## config.mk

```make
export PLATFORM = sky130hd
export DESIGN_NAME = serial_rx_status_and_baud
export DESIGN_NICKNAME = d
export VERILOG_FILES = /design/src/serial_rx_pkg.sv /design/src/serial_rx_status_and_baud.sv
export SDC_FILE = /design/constraint.sdc
export NUM_CORES = 1
export LEC_CHECK = 0
export ABC_CLOCK_PERIOD_IN_PS = 8700
export BUFFER_PORTS_ARGS = -buffer_cell sky130_fd_sc_hd__buf_2
export CORE_ASPECT_RATIO = 1.4
export CORE_UTILIZATION = 55
export DETAILED_ROUTE_END_ITERATION = 12
export PLACE_DENSITY = 0.81
export SYNTH_ARGS = -nofsm -noshare
export SYNTH_HDL_FRONTEND = slang
export SYNTH_SLANG_ARGS = --single-unit
```

## constraint.sdc

```tcl
create_clock -name i_clk_sys -period 8.7 [get_ports i_clk_sys]
set_input_delay 0.435 -clock i_clk_sys [delete_from_list [all_inputs] [get_ports i_clk_sys]]
set_output_delay 0.435 -clock i_clk_sys [all_outputs]
set_load 0.01 [all_outputs]
```

## src/serial_rx_pkg.sv

```systemverilog
// constants, field layouts and carrier types for the serial receive status block
package serial_rx_pkg;

  // ---------------------------------------------------------------
  // register offsets
  // ---------------------------------------------------------------
  localparam logic [7:0] ADDR_CONTROL_TWO   = 8'h14;
  localparam logic [7:0] ADDR_CONTROL_THREE = 8'h15;
  localparam logic [7:0] ADDR_STATUS_ONE    = 8'h16;
  localparam logic [7:0] ADDR_STATUS_TWO    = 8'h17;
  localparam logic [7:0] ADDR_DATA_BUFFER   = 8'h18;
  localparam logic [7:0] ADDR_BIT_RATE      = 8'h19;

  // ---------------------------------------------------------------
  // field positions
  // ---------------------------------------------------------------
  // control_two
  localparam int POS_RX_FULL_IRQ_EN    = 5;
  localparam int POS_LINE_QUIET_IRQ_EN = 4;
  localparam int POS_RX_ENABLE         = 2;
  // control_three
  localparam int POS_RX_NINTH_BIT      = 7;
  localparam int POS_OVERRUN_IRQ_EN    = 3;
  localparam int POS_NOISE_IRQ_EN      = 2;
  localparam int POS_FRAMING_IRQ_EN    = 1;
  localparam int POS_PARITY_IRQ_EN     = 0;
  // status_one: clearable flag vector index equals bit position
  localparam int FLAG_COUNT            = 6;
  localparam int POS_RX_FULL           = 5;
  localparam int POS_LINE_QUIET        = 4;
  localparam int POS_OVERRUN           = 3;
  localparam int POS_NOISE             = 2;
  localparam int POS_FRAMING           = 1;
  localparam int POS_PARITY            = 0;
  // status_two
  localparam int POS_BREAK_SEEN        = 1;
  localparam int POS_RECEPTION_ACTIVE  = 0;
  // bit_rate_select
  localparam int POS_PRESCALE_LSB      = 4;
  localparam int POS_DIVISOR_LSB       = 0;

  // ---------------------------------------------------------------
  // reset values
  // ---------------------------------------------------------------
  localparam logic [7:0] RESET_CONTROL    = 8'h00;
  localparam logic [7:0] RESET_BIT_RATE   = 8'h00;
  localparam logic [5:0] RESET_FLAGS      = 6'h00;

  // ---------------------------------------------------------------
  // timing counts
  // ---------------------------------------------------------------
  localparam logic [3:0]  IDLE_BITS_EIGHT  = 4'hA;
  localparam logic [3:0]  IDLE_BITS_NINE   = 4'hB;
  localparam logic [13:0] CLOCKS_PER_BIT   = 14'h0040;
  localparam logic [12:0] CLOCKS_PER_SAMPLE = 13'h0004;
  localparam logic [3:0]  PRESCALE_DIV_0   = 4'h1;
  localparam logic [3:0]  PRESCALE_DIV_1   = 4'h3;
  localparam logic [3:0]  PRESCALE_DIV_2   = 4'h4;
  localparam logic [3:0]  PRESCALE_DIV_3   = 4'hD;

  // ---------------------------------------------------------------
  // types
  // ---------------------------------------------------------------
  typedef struct packed {
    logic       char_done;
    logic [7:0] data;
    logic       ninth;
    logic       noise;
    logic       framing;
    logic       parity;
    logic       brk;
    logic       start_low;
    logic       false_start;
  } rx_event_t;

  typedef enum logic [1:0] {
    CLR_NONE  = 2'b01,
    CLR_ARMED = 2'b10
  } clear_state_t;

endpackage

```

## src/serial_rx_status_and_baud.sv

```systemverilog
// receive status flags, data buffer and bit-rate divider of an asynchronous serial port
//
// The plain strobed port was left to the implementer.
`timescale 1ns/1ns
// ---------------------------------------------------------------
// ---------------------------------------------------------------
module serial_rx_status_and_baud
  import serial_rx_pkg::*;
(
  input  wire logic       i_clk_sys,
  input  wire logic       i_rst_n,
  input  wire logic [7:0] i_addr,
  input  wire logic [7:0] i_wdata,
  input  wire logic       i_wr,
  input  wire logic       i_rd,
  input  wire rx_event_t  i_rx_event,
  input  wire logic       i_nine_bit_mode,
  input  wire logic       i_rx_pin,
  output logic      [7:0] o_rdata,
  output logic            o_rx_irq,
  output logic            o_err_irq,
  output logic      [7:0] o_tx_byte,
  output logic            o_tx_load,
  output logic            o_sample_tick,
  output logic            o_bit_tick,
  output logic            o_rx_enable
);

  // ---------------------------------------------------------------
  // registers
  // ---------------------------------------------------------------
  logic [7:0]           control_two;
  logic [7:0]           control_three;
  logic [7:0]           bit_rate_select;
  logic [7:0]           rx_data;
  logic                 rx_ninth_bit;
  logic [FLAG_COUNT-1:0] flags;
  logic [FLAG_COUNT-1:0] snap;
  logic                 break_seen_flag;
  logic                 break_snap;
  logic                 break_rearm;
  logic                 reception_active_flag;
  clear_state_t         clear_state;

  logic                 rx_s1;
  logic                 rx_s2;
  logic                 rx_s3;
  logic                 rx_high;
  logic [3:0]           idle_cnt;
  logic                 idle_armed;
  logic [3:0]           pre_cnt;
  logic [12:0]          div_cnt;

  // ---------------------------------------------------------------
  // decode
  // ---------------------------------------------------------------
  logic                  wr_ctl2;
  logic                  wr_ctl3;
  logic                  wr_rate;
  logic                  wr_data;
  logic                  rd_s1;
  logic                  rd_s2;
  logic                  rd_data;
  logic                  clearing;
  logic [FLAG_COUNT-1:0] clr_vec;
  logic [FLAG_COUNT-1:0] set_vec;
  logic                  brk_ok;
  logic                  new_char;
  logic                  accept;
  logic [3:0]            idle_thr;
  logic                  idle_char;
  logic                  idle_hit;
  logic [3:0]            pd;
  logic [13:0]           bit_limit_wide;
  logic [12:0]           bit_limit;
  logic [12:0]           sample_mask;
  logic                  pre_wrap;

  assign wr_ctl2  = i_wr && (i_addr == ADDR_CONTROL_TWO);
  assign wr_ctl3  = i_wr && (i_addr == ADDR_CONTROL_THREE);
  assign wr_rate  = i_wr && (i_addr == ADDR_BIT_RATE);
  assign wr_data  = i_wr && (i_addr == ADDR_DATA_BUFFER);
  assign rd_s1    = i_rd && (i_addr == ADDR_STATUS_ONE);
  assign rd_s2    = i_rd && (i_addr == ADDR_STATUS_TWO);
  assign rd_data  = i_rd && (i_addr == ADDR_DATA_BUFFER);
  assign clearing = rd_data && (clear_state == CLR_ARMED);
  assign clr_vec  = {FLAG_COUNT{clearing}} & snap;

  // a break only counts once the line has been high since the last one
  assign brk_ok   = i_rx_event.brk && break_rearm;
  assign new_char = i_rx_event.char_done || brk_ok;
  // a buffer being emptied in this very cycle can take the new character
  assign accept   = new_char && (!flags[POS_RX_FULL] || clr_vec[POS_RX_FULL]);

  assign idle_thr  = i_nine_bit_mode ? IDLE_BITS_NINE : IDLE_BITS_EIGHT;
  assign idle_char = o_bit_tick && rx_high && (idle_cnt == idle_thr - 4'h1);
  assign idle_hit  = idle_char && idle_armed && control_two[POS_RX_ENABLE];

  always_comb begin
    set_vec               = '0;
    set_vec[POS_RX_FULL]  = accept;
    set_vec[POS_LINE_QUIET] = idle_hit;
    set_vec[POS_OVERRUN]  = new_char && !accept;
    set_vec[POS_NOISE]    = i_rx_event.noise;
    set_vec[POS_FRAMING]  = i_rx_event.framing || brk_ok;
    set_vec[POS_PARITY]   = i_rx_event.parity;
  end

  // ---------------------------------------------------------------
  // software registers
  // ---------------------------------------------------------------
  always_ff @(posedge i_clk_sys) begin
    if (!i_rst_n) begin
      control_two     <= RESET_CONTROL;
      control_three   <= RESET_CONTROL;
      bit_rate_select <= RESET_BIT_RATE;
    end else begin
      if (wr_ctl2) begin
        control_two <= i_wdata & 8'h34;
      end
      if (wr_ctl3) begin
        control_three <= i_wdata & 8'h0F;
      end
      if (wr_rate) begin
        bit_rate_select <= i_wdata & 8'h37;
      end
    end
  end

  // data buffer keeps its contents through reset
  always_ff @(posedge i_clk_sys) begin
    if (accept) begin
      rx_data <= brk_ok ? 8'h00 : i_rx_event.data;
      if (i_nine_bit_mode) begin
        rx_ninth_bit <= brk_ok ? 1'b0 : i_rx_event.ninth;
      end else begin
        rx_ninth_bit <= i_rx_event.data[7];
      end
    end
    if (wr_data) begin
      o_tx_byte <= i_wdata;
    end
  end

  always_ff @(posedge i_clk_sys) begin
    if (!i_rst_n) begin
      o_tx_load <= 1'b0;
    end else begin
      o_tx_load <= wr_data;
    end
  end

  // ---------------------------------------------------------------
  // clearable flags: set wins over a clear in the same cycle
  // ---------------------------------------------------------------
  genvar g;
  generate
    for (g = 0; g < FLAG_COUNT; g++) begin : g_flag
      always_ff @(posedge i_clk_sys) begin
        if (!i_rst_n) begin
          flags[g] <= RESET_FLAGS[g];
        end else begin
          flags[g] <= set_vec[g] || (flags[g] && !clr_vec[g]);
        end
      end
    end
  endgenerate

  always_ff @(posedge i_clk_sys) begin
    if (!i_rst_n) begin
      clear_state <= CLR_NONE;
      snap        <= '0;
      break_snap  <= 1'b0;
    end else begin
      case (clear_state)
        CLR_NONE: begin
          if (rd_s1 || rd_s2) begin
            clear_state <= CLR_ARMED;
          end
        end
        CLR_ARMED: begin
          if (rd_data) begin
            clear_state <= CLR_NONE;
          end
        end
        default: begin
          clear_state <= CLR_NONE;
        end
      endcase
      if (rd_s1) begin
        snap <= flags;
      end else if (rd_data) begin
        snap <= '0;
      end
      if (rd_s2) begin
        break_snap <= break_seen_flag;
      end else if (rd_data) begin
        break_snap <= 1'b0;
      end
    end
  end

  always_ff @(posedge i_clk_sys) begin
    if (!i_rst_n) begin
      break_seen_flag <= 1'b0;
      break_rearm     <= 1'b1;
    end else begin
      break_seen_flag <= brk_ok || (break_seen_flag && !(clearing && break_snap));
      if (brk_ok) begin
        break_rearm <= 1'b0;
      end else if (rx_high) begin
        break_rearm <= 1'b1;
      end
    end
  end

  always_ff @(posedge i_clk_sys) begin
    if (!i_rst_n) begin
      reception_active_flag <= 1'b0;
    end else if (i_rx_event.start_low) begin
      reception_active_flag <= 1'b1;
    end else if (i_rx_event.false_start || idle_char) begin
      reception_active_flag <= 1'b0;
    end
  end

  // ---------------------------------------------------------------
  // receive line watch and idle detection
  // ---------------------------------------------------------------
  always_ff @(posedge i_clk_sys) begin
    if (!i_rst_n) begin
      rx_s1   <= 1'b1;
      rx_s2   <= 1'b1;
      rx_s3   <= 1'b1;
      rx_high <= 1'b1;
    end else begin
      rx_s1 <= i_rx_pin;
      rx_s2 <= rx_s1;
      rx_s3 <= rx_s2;
      if (rx_s2 == rx_s3) begin
        rx_high <= rx_s3;
      end
    end
  end

  always_ff @(posedge i_clk_sys) begin
    if (!i_rst_n) begin
      idle_cnt <= 4'h0;
    end else if (!rx_high) begin
      idle_cnt <= 4'h0;
    end else if (o_bit_tick && (idle_cnt != idle_thr)) begin
      idle_cnt <= idle_cnt + 4'h1;
    end
  end

  // arming drops when the receiver is off or once idle has fired
  always_ff @(posedge i_clk_sys) begin
    if (!i_rst_n) begin
      idle_armed <= 1'b0;
    end else if (!control_two[POS_RX_ENABLE] || idle_hit) begin
      idle_armed <= 1'b0;
    end else if (accept) begin
      idle_armed <= 1'b1;
    end
  end

  // ---------------------------------------------------------------
  // bit-rate divider
  // ---------------------------------------------------------------
  always_comb begin
    case (bit_rate_select[POS_PRESCALE_LSB +: 2])
      2'b00:   pd = PRESCALE_DIV_0;
      2'b01:   pd = PRESCALE_DIV_1;
      2'b10:   pd = PRESCALE_DIV_2;
      2'b11:   pd = PRESCALE_DIV_3;
      default: pd = PRESCALE_DIV_0;
    endcase
  end

  // widened by a bit so the largest divisor does not wrap
  assign bit_limit_wide = (CLOCKS_PER_BIT << bit_rate_select[POS_DIVISOR_LSB +: 3])
                          - 14'h0001;
  assign bit_limit   = bit_limit_wide[12:0];
  assign sample_mask = (CLOCKS_PER_SAMPLE << bit_rate_select[POS_DIVISOR_LSB +: 3])
                       - 13'h0001;
  assign pre_wrap    = (pre_cnt == pd - 4'h1);

  always_ff @(posedge i_clk_sys) begin
    if (!i_rst_n) begin
      pre_cnt <= 4'h0;
      div_cnt <= 13'h0000;
    end else begin
      if (pre_wrap || (pre_cnt >= pd)) begin
        pre_cnt <= 4'h0;
      end else begin
        pre_cnt <= pre_cnt + 4'h1;
      end
      if (pre_wrap) begin
        if (div_cnt >= bit_limit) begin
          div_cnt <= 13'h0000;
        end else begin
          div_cnt <= div_cnt + 13'h0001;
        end
      end
    end
  end

  // one tick pair feeds both receiver and transmitter
  always_ff @(posedge i_clk_sys) begin
    if (!i_rst_n) begin
      o_bit_tick    <= 1'b0;
      o_sample_tick <= 1'b0;
    end else begin
      o_bit_tick    <= pre_wrap && (div_cnt == bit_limit);
      o_sample_tick <= pre_wrap && ((div_cnt & sample_mask) == sample_mask);
    end
  end

  // ---------------------------------------------------------------
  // interrupts and read data
  // ---------------------------------------------------------------
  always_ff @(posedge i_clk_sys) begin
    if (!i_rst_n) begin
      o_rx_irq    <= 1'b0;
      o_err_irq   <= 1'b0;
      o_rx_enable <= 1'b0;
    end else begin
      o_rx_irq  <= (flags[POS_RX_FULL] && control_two[POS_RX_FULL_IRQ_EN])
                || (flags[POS_LINE_QUIET] && control_two[POS_LINE_QUIET_IRQ_EN]);
      o_err_irq <= (flags[POS_OVERRUN] && control_three[POS_OVERRUN_IRQ_EN])
                || (flags[POS_NOISE] && control_three[POS_NOISE_IRQ_EN])
                || (flags[POS_FRAMING] && control_three[POS_FRAMING_IRQ_EN])
                || (flags[POS_PARITY] && control_three[POS_PARITY_IRQ_EN]);
      o_rx_enable <= control_two[POS_RX_ENABLE];
    end
  end

  // read data stands only in the cycle after the read strobe
  always_ff @(posedge i_clk_sys) begin
    if (!i_rst_n) begin
      o_rdata <= 8'h00;
    end else if (i_rd) begin
      case (i_addr)
        ADDR_CONTROL_TWO:   o_rdata <= control_two;
        ADDR_CONTROL_THREE: o_rdata <= {rx_ninth_bit, control_three[6:0]};
        ADDR_STATUS_ONE:    o_rdata <= {2'b00, flags};
        ADDR_STATUS_TWO:    o_rdata <= {6'h00, break_seen_flag, reception_active_flag};
        ADDR_DATA_BUFFER:   o_rdata <= rx_data;
        ADDR_BIT_RATE:      o_rdata <= bit_rate_select;
        default:            o_rdata <= 8'h00;
      endcase
    end else begin
      o_rdata <= 8'h00;
    end
  end
endmodule

```

---- Yosys cells after proc, flatten, opt, wreduce, memory -nomap -nowiden ----
Index checks and enable logic that the tools add are counted.
operators by class
  $add $sub $neg .......................... 7
  $lt $le $gt $ge ......................... 2
  equal/unequal tests ..................... 19
  shift-type cells ........................ 2
  muxes and demuxes ....................... 17
  bitwise operators ....................... 3
  reduce and logical (&&, ||, !) cells .... 70
operator list
  operator               number
  $eq 8x5->1 const B     6
  $pmux 8 s6             1
  $logic_and 1x1->1      32
  $eq 13x13->1           2
  $sub 13x1->13 const B  2
  $logic_or 1x1->1       18
  $pmux 4 s4             1
  $add 13x1->13 const B  1
  $and 13x13->13         1
  $ge 13x13->1           1
  $mux 13                1
  $shl 3x3->13 const A   1
  $shl 7x3->13 const A   1
  $mux 6                 2
  $logic_not 1->1        10
  $mux 1                 9
  $add 4x1->4 const B    2
  $eq 4x4->1             2
  $reduce_bool 2->1      4
  $sub 4x1->4 const B    2
  $and 6x6->6            1
  $eq 2x2->1 const B     3
  $reduce_and 2->1       3
  $eq 2x1->1 const B     2
  other kinds (9)        12
word-level totals
  register bits after elaboration ......... 87
  input bits .............................. 38
  logic and storage cells ................. 153

---- Longest topological paths before layout ----
Gate-level depths: netlist (run 1).
  word-level depth ........................ 9
  gate-level depth with buffers ........... 15
  mapped depth without buffers ............ 12

---- Worst setup path after synthesis (run 1) ----
No wires, ideal clock.
  path type ............................... register to register
  from .................................... register bit_rate_select[0]
  to ...................................... register div_cnt[12]
  arrival time ............................ 2.702 ns
  data required time ...................... 8.585 ns
  path slack .............................. 5.883 ns
  cell stages (with the launch flop) ...... 15
  buffers on the path ..................... 3
  cells stage by stage .................... dfxtp_1 > buf_2 > or3_4 > ha_1 > clkbuf_1 > nor3_1 > a21oi_1 > o32a_1 > ha_1 > nand4_1 > a2111o_1 > o211ai_2 > and2_1 > buf_4 > nor2_1
between the ends
  word-level cells in the longest chain between the ends .. 4
ends and longest elaborated chain
  item                      line                              RTL
  start: declaration        serial_rx_status_and_baud.sv:34   logic [7:0] bit_rate_select;
  start signal: assignment  serial_rx_status_and_baud.sv:125  bit_rate_select <= i_wdata & 8'h37;
  $shl 7x3->13              serial_rx_status_and_baud.sv:281  assign bit_limit_wide = (CLOCKS_PER_BIT << bit_rate_select[POS_DIVISOR_LSB +: 3])
  $sub 13x1->13             serial_rx_status_and_baud.sv:282  - 14'h0001;
  $ge 13x13->1              serial_rx_status_and_baud.sv:299  if (div_cnt >= bit_limit) begin
  $mux 13                   serial_rx_status_and_baud.sv:299
  end signal: assignment    serial_rx_status_and_baud.sv:302  div_cnt <= div_cnt + 13'h0001;
  end: declaration          serial_rx_status_and_baud.sv:52   logic [12:0] div_cnt;
No other way between the ends.
A chain may end at the register's enable or synchronous reset.

---- Final worst setup path (run 1) ----
  from .................................... register bit_rate_select[0]
  to ...................................... register div_cnt[8]
The elaborated chain is that of the path after synthesis.

==> results of run 1 <==
[logic make-up (layout without fill, tap and decap cells)]
logic type / after synthesis / in the layout / synth area share (%)
and+or+nand+nor: 164 / 164 / 21.61
DFF: 87 / 87 / 46.25
AOI/OAI and AO/OA: 82 / 82 / 14.62
buffers and inverters: 40 / 93 / 4.389
adders and majority gates: 20 / 20 / 6.053
xor gates and xnor gates: 16 / 16 / 3.390
muxes: 15 / 15 / 3.692
[worst max-delay path: stages (launching register included)]
cell	delay, ns
dfxtp_1	0.39
or3_4	0.42
ha_1	0.27
nor3_1	0.16
a21oi_1	0.06
o32a_1	0.22
ha_1	0.31
nand4_1	0.17
a2111o_1	0.34
o211ai_2	0.16
and2_1	0.33
nor2_1	0.09
[stage by stage]
stage	instance area [um^2]	power [W]	worst slack (ns)
6_report	4596	0.0007099	5.675
2_1_floorplan	4134	0.0004586	5.883
4_1_cts	4596	0.0007142	5.685
5_1_grt	4596	0.0007380	5.475
3_5_place_dp	4437	0.0004760	5.723
3_3_place_gp	4437	0.0004744	5.860
[layout by cell type, fill, tap and decap left out, types with 4 or more instances in the layout]
master	n
mux2i_1	13
dfxtp_1	70
and3b_1	4
nor2b_1	20
and2_1	12
and3_1	6
nand3b_1	4
a21o_1	7
nor2_1	36
xor2_1	10
xnor2_1	6
a22o_2	4
nor3_1	9
ha_1	20
buf_2	59
nand3_1	17
a21oi_1	12
edfxtp_1	17
inv_1	18
nand2b_1	7
clkbuf_8	9
nand2_1	31
a22o_1	7
a22oi_1	4
nand4_1	6
a21boi_0	4
o21ai_0	13
[area by class of cell]
class                   instances  area [um^2]  share of cell area (%)
multi-input cells             297         2041                   44.41
flip-flops and latches         87         1912                   41.60
repair buffers                 59        295.3                   6.425
clock buffers                  12        135.1                   2.940
well taps                      97        121.4                   2.641
inverters                      18        67.56                   1.470
clock inverters                 4        23.77                  0.5173
[power by group through the flow]
stage	Clock (W)	Sequential, W	Combinational, W
floorplan	0	0.000433	0.0000256
global placement	0	0.000435	0.0000393
finish	0.000243	0.000426	0.0000406
CTS	0.000248	0.000426	0.0000407
global route	0.000266	0.000427	0.0000450
detailed placement	0	0.000436	0.0000405
[worst paths after layout]
check                startpoint            to  slack [ns]  cells after the start
max          bit_rate_select[0]    div_cnt[8]        5.68                     11
max reg2reg  bit_rate_select[0]    div_cnt[8]        5.68                     11
min reg2reg               rx_s1         rx_s2        0.42                      1
min                  i_wdata[6]  o_tx_byte[6]        0.25                      1
[state kept, by name (all words and copies together) (netlist names), 2 cells and up]
signal,cells
rx_data,8
bit_rate_select,5
snap,6
o_rdata,8
div_cnt,13
control_three,4
control_two,3
o_tx_byte,8
pre_cnt,4
flags,6
idle_cnt,4
clear_state,2
[metal layers]
layer | wire length, um | share of wire (%)
met1 | 3504 | 40
met2 | 4483 | 51
met3 | 330 | 3.8
met4 | 397 | 4.6
met5 | 0 | 0
==> out/results.txt, run 1 <==
Comb pwr share = 5.7%
Clk slew on worst S/H paths = 0.08 ns
Async S/R FF share, synth = 0%
Fillers = 646
Syn Nets = 482
Count of different cell masters after synthesis = 62
Synth area leader = dfxtp_1
Die ar. = 7872 um^2
Drt wl/cell = 15.18 um
Sequential Power Share = 60.0%
# DRC = 0
Ranking of synthesized cells by area = dfxtp_1, edfxtp_1, ha_1, nor2_1, mux2i_1
Clk pwr share = 34.2%
Peak supply drop = 0.0001239 V
Antenna Nets Post-Route = 0
Pint = 0.0005408 W
DR pass1 iterations = 4
Post-synth EDFFs = 17
Sequential element share of the synthesized area = 46.25%
Share of cells above drive strength 1 = 18.24%
Core Region = 7315 um^2
CTS Hold Bufs = 0
Htree depth = 3
NetSw = 0.0001691 W
Global-route wire length before repair = 14.11 mm
Initial core utilization = 56.52%
Crit. End Element = flip-flop
Detailed Place HPWL = 6.320 mm
Leak = 1.921 nW
Longest Clk Path Bufs = 2
CTS buffer count = 9
FP Rows = 37
Endpoints failing setup = 0
Port Buffer Count = 59
Via count = 3,238
RSZ-0062 raised after global routing = no
Pwr dens = 154.5 nW/um^2
Worst slew pin tran = 0.8029 ns
Mapped Area = 4134 um^2
Fin Setup TNS = 0 ns
Hold WS = 0.2486 ns
Die span in y = 104.6 um
Outcome = complete, no violations
Most common cell in the synthesized netlist = dfxtp_1
Grt peak-use layer = met2
Final period util = 34.77%
Fmax = 330.6 MHz
Yosys reg bits = 87
Crit path launch type = flip-flop
Switching Share = 23.82%
Die width = 75.27 um
Synth-to-Final Area Change = 11.17%
Relative slew margins = 46.47%
Placed cell count = 558
Met2 usage = 39.70%
# IOs = 60
Synthesized instance count = 424
Post-CTS Resized = 0
Final Wtd Congestion = 0.8615
Max cap viols = 0
Vias/cell = 5.641
Vias in the first global route = 3,171
Clk_lat worst skew = 0.36 ns
Clk sinks = 87
Post-CTS Setup Inserts = 0
Clk root buf = clkbuf_8
1st-iter DRT viols = 226
Final Skew = 0.01010 ns
Yosys warning total = 0
Worst min path class = in -> reg
Finished Core Util = 62.83%
CTS tree = done
Fin. Hold Viols = 0
Post-Layout Cell Count = 574
Arrival time of the worst setup path = 3.27 ns
Final Routed Wirelength = 8.715 mm
Main synth FF type = dfxtp_1
Crit path kind = reg -> reg
Final Critical Period = 3.025 ns
Req. time, crit path = 8.94 ns
Syn_area_per_cell = 9.750 um^2
Initial antenna violation count = 0
Final Max Slew Viols = 0
Met1 global-route usage = 26.89%
Nets = 530
Top post-synthesis cells by count = dfxtp_1, nor2_1, nand2_1
GRT Util Overall = 23.76%
# diodes = 0
Largest net degree at the start of global routing = 49
Crit-path max FO = 9
Met3 usage = 4.436%
Grt total ovfl = 0
Post-synth top area share = 33.90%
No activity file was read; power rests on OpenSTA's default activity.
==> run 2: changes to the inputs <==
Settings changed: ABC_CLOCK_PERIOD_IN_PS 8700 to 2800.
Clock period 8.7 ns to 2.8 ns, I/O delays scaled along.
==> run 2 against run 1 <==
Final cell count rose by 3.5%. Sequential power rose to 3.1 times the previous value. Utilization rose by 3.4 points. Largest power group unchanged. Combinational power rose to 3.5 times the previous value. Wire length rose by 3.7%. Non-clock buffer count rose by 21. Worst hold slack got worse by 0.24 ns. Register-to-register slack got worse by 5.6 ns.
==> out/results.txt, run 2 (synthesis results as in run 1) <==
Biggest register = div_cnt
Die width = 75.27 um (unchanged)
Largest net degree at the start of global routing = 43 (-12%)
Max cap viols = 0 (unchanged)
RSZ-0062 raised after global routing = yes
Crit path kind = reg -> reg
Arrival time of the worst setup path = 2.97 ns (-0.30 ns)
Longest Clk Path Bufs = 2 (unchanged)
Die span in y = 104.6 um (unchanged)
Outcome = complete, no violations
Core Region = 7315 um^2 (unchanged)
1st-iter DRT viols = 178 (-21%)
Fin Setup TNS = 0 ns (unchanged)
Crit-path max FO = 8 (-1)
# diodes = 0 (unchanged)
Fin. Hold Viols = 0 (unchanged)
Clk sinks = 87 (unchanged)
CP Launch Point = bit_rate_select[0]
FP Rows = 37 (unchanged)
Initial core utilization = 56.52% (unchanged)
Final Critical Period = 2.708 ns (-0.3166 ns)
# DRC = 0 (unchanged)
Leak = 2.032 nW (+5.8%)
Relative slew margins = 62.35% (+16 points)
Max reg flops = 13 (unchanged)
Die ar. = 7872 um^2 (unchanged)
Worst R2R End = div_cnt[6]
Final Skew = 0.007574 ns (-0.002522 ns)
Most frequent cells in the layout = dfxtp_1, buf_2, nor2_1
Port Buffer Count = 59 (unchanged)
Initial antenna violation count = 0 (unchanged)
CTS tree = done
Synth-to-Final Area Change = 17.13%
Clk root buf = clkbuf_8
Area used by multi-input combinational logic = 2071 um^2 (+1.5%)
PnR worst setup slack = 0.09185 ns (-5.583 ns)
Critical Path End = div_cnt[6]
Htree depth = 3 (unchanged)
Place WS = 0.01782 ns (-5.705 ns)
# IOs = 60 (unchanged)
Crit. End Element = flip-flop
Clk_lat worst skew = 0.37 ns (about the same)
CTS buffer count = 9 (unchanged)
Fillers = 606 (-6.2%)
Worst slew pin tran = 0.5622 ns (-0.2407 ns)
Most common cell after layout, fill and taps aside = dfxtp_1
GRT Util Overall = 24.90% (+1.1 points)
Nets = 551 (+4.0%)
Worst min path class = in -> reg
Endpoints failing setup = 0 (unchanged)
Final Routed Wirelength = 9.038 mm (+3.7%)
Hold WS = 0.01103 ns (-0.2376 ns)
Req. time, crit path = 3.06 ns (-5.88 ns)
Crit path launch type = flip-flop
Vias/cell = 5.675 (+0.60%)
Final Max Slew Viols = 0 (unchanged)
Final Wtd Congestion = 0.8668 (+0.62%)
Reg2reg setup slack = 0.09 ns (-5.58 ns)
Global-route wire length before repair = 14.96 mm (+6.0%)
Clk slew on worst S/H paths = 0.08 ns (about the same)
Share of cells above drive strength 1 = 20.93% (+2.7 points)
Grt total ovfl = 0 (unchanged)
Drt wl/cell = 15.22 um (+0.21%)
DR pass1 iterations = 4 (unchanged)
R2R Path Start = bit_rate_select[0]
Final period util = 96.72% (+62 points)
Fmax = 369.3 MHz (+12%)
Via count = 3,371 (+4.1%)
Reg2reg path depth = 12 (+1)
Antenna Nets Post-Route = 0 (unchanged)
Vias in the first global route = 3,285 (+3.6%)
Pwr dens = 479.9 nW/um^2 (+210%)
Storage cell area = 1914 um^2 (+0.13%)
Detailed Place HPWL = 6.590 mm (+4.3%)
Peak supply drop = 0.0003602 V (+190%)
[run 2: worst max-delay path: stages, from the launching register on]
cell      delay, ns
dfxtp_1        0.32
or3_4          0.40
ha_4           0.18
nor3_2         0.10
a21oi_1        0.06
o32a_1         0.22
ha_4           0.28
nand4_1        0.14
a2111o_1       0.39
o211ai_2       0.09
buf_6          0.15
o21ai_0        0.09
a21o_1         0.19
[run 2: worst min-delay path by stage]
stage | start | to | depth (start not counted)
2_1_floorplan | i_wdata[0] | o_tx_byte[0] | 0
3_3_place_gp | i_wdata[6] | o_tx_byte[6] | 1
3_5_place_dp | i_wdata[7] | o_tx_byte[7] | 1
4_1_cts | i_wdata[2] | o_tx_byte[2] | 1
5_1_grt | i_wdata[2] | o_tx_byte[2] | 1
6_report | i_rx_event[3] | flags[0] | 3
[run 2: what timing repair did]
item	in CTS	in global routing
endpoints found under the hold margin	10	0
buffers inserted	0	3
hold buffers	10	0
endpoints found under the setup margin	0	12
resized for setup	0	9
[run 2: metal layers]
| metal | vias to the layer above | part of all wire (%) | GRT usage (%) |
|---|---|---|---|
| met1 | 1599 | 40 | 28.39 |
| met3 | 26 | 4.5 | 6.172 |
| met4 | 0 | 4.1 | 12.30 |
| met2 | 103 | 52 | 42.08 |
| met5 | - | 0 | 0 |
| li1 | 1643 | - | - |
[run 2: layout make-up]
class | count | area share (%)
tap | 97 | 2.506
multi-input combinational | 297 | 42.76
timing repair buffer | 80 | 9.948
sequential | 87 | 39.53
clock inverter | 6 | 1.292
clock buffer | 9 | 2.558
inverter | 18 | 1.395
[run 2: power by group]
group / internal, W / switching, W / total [W]
clock network: 0.000404 / 0.000453 / 0.000857
logic: 0.0000685 / 0.0000749 / 0.000143
registers: 0.00130 / 0.0000191 / 0.00132
[run 2: through the flow]
stage | area (um^2) | total power, W | std cells | util, %
floorplan | 4135 | 0.001425 | 424 | -
global placement | 4497 | 0.001476 | 566 | 61.48
detailed placement | 4497 | 0.001481 | 566 | 61.48
finish | 4842 | 0.002324 | 594 | 66.20
global route | 4842 | 0.002404 | 594 | 66.20
CTS | 4783 | 0.002329 | 591 | 65.40
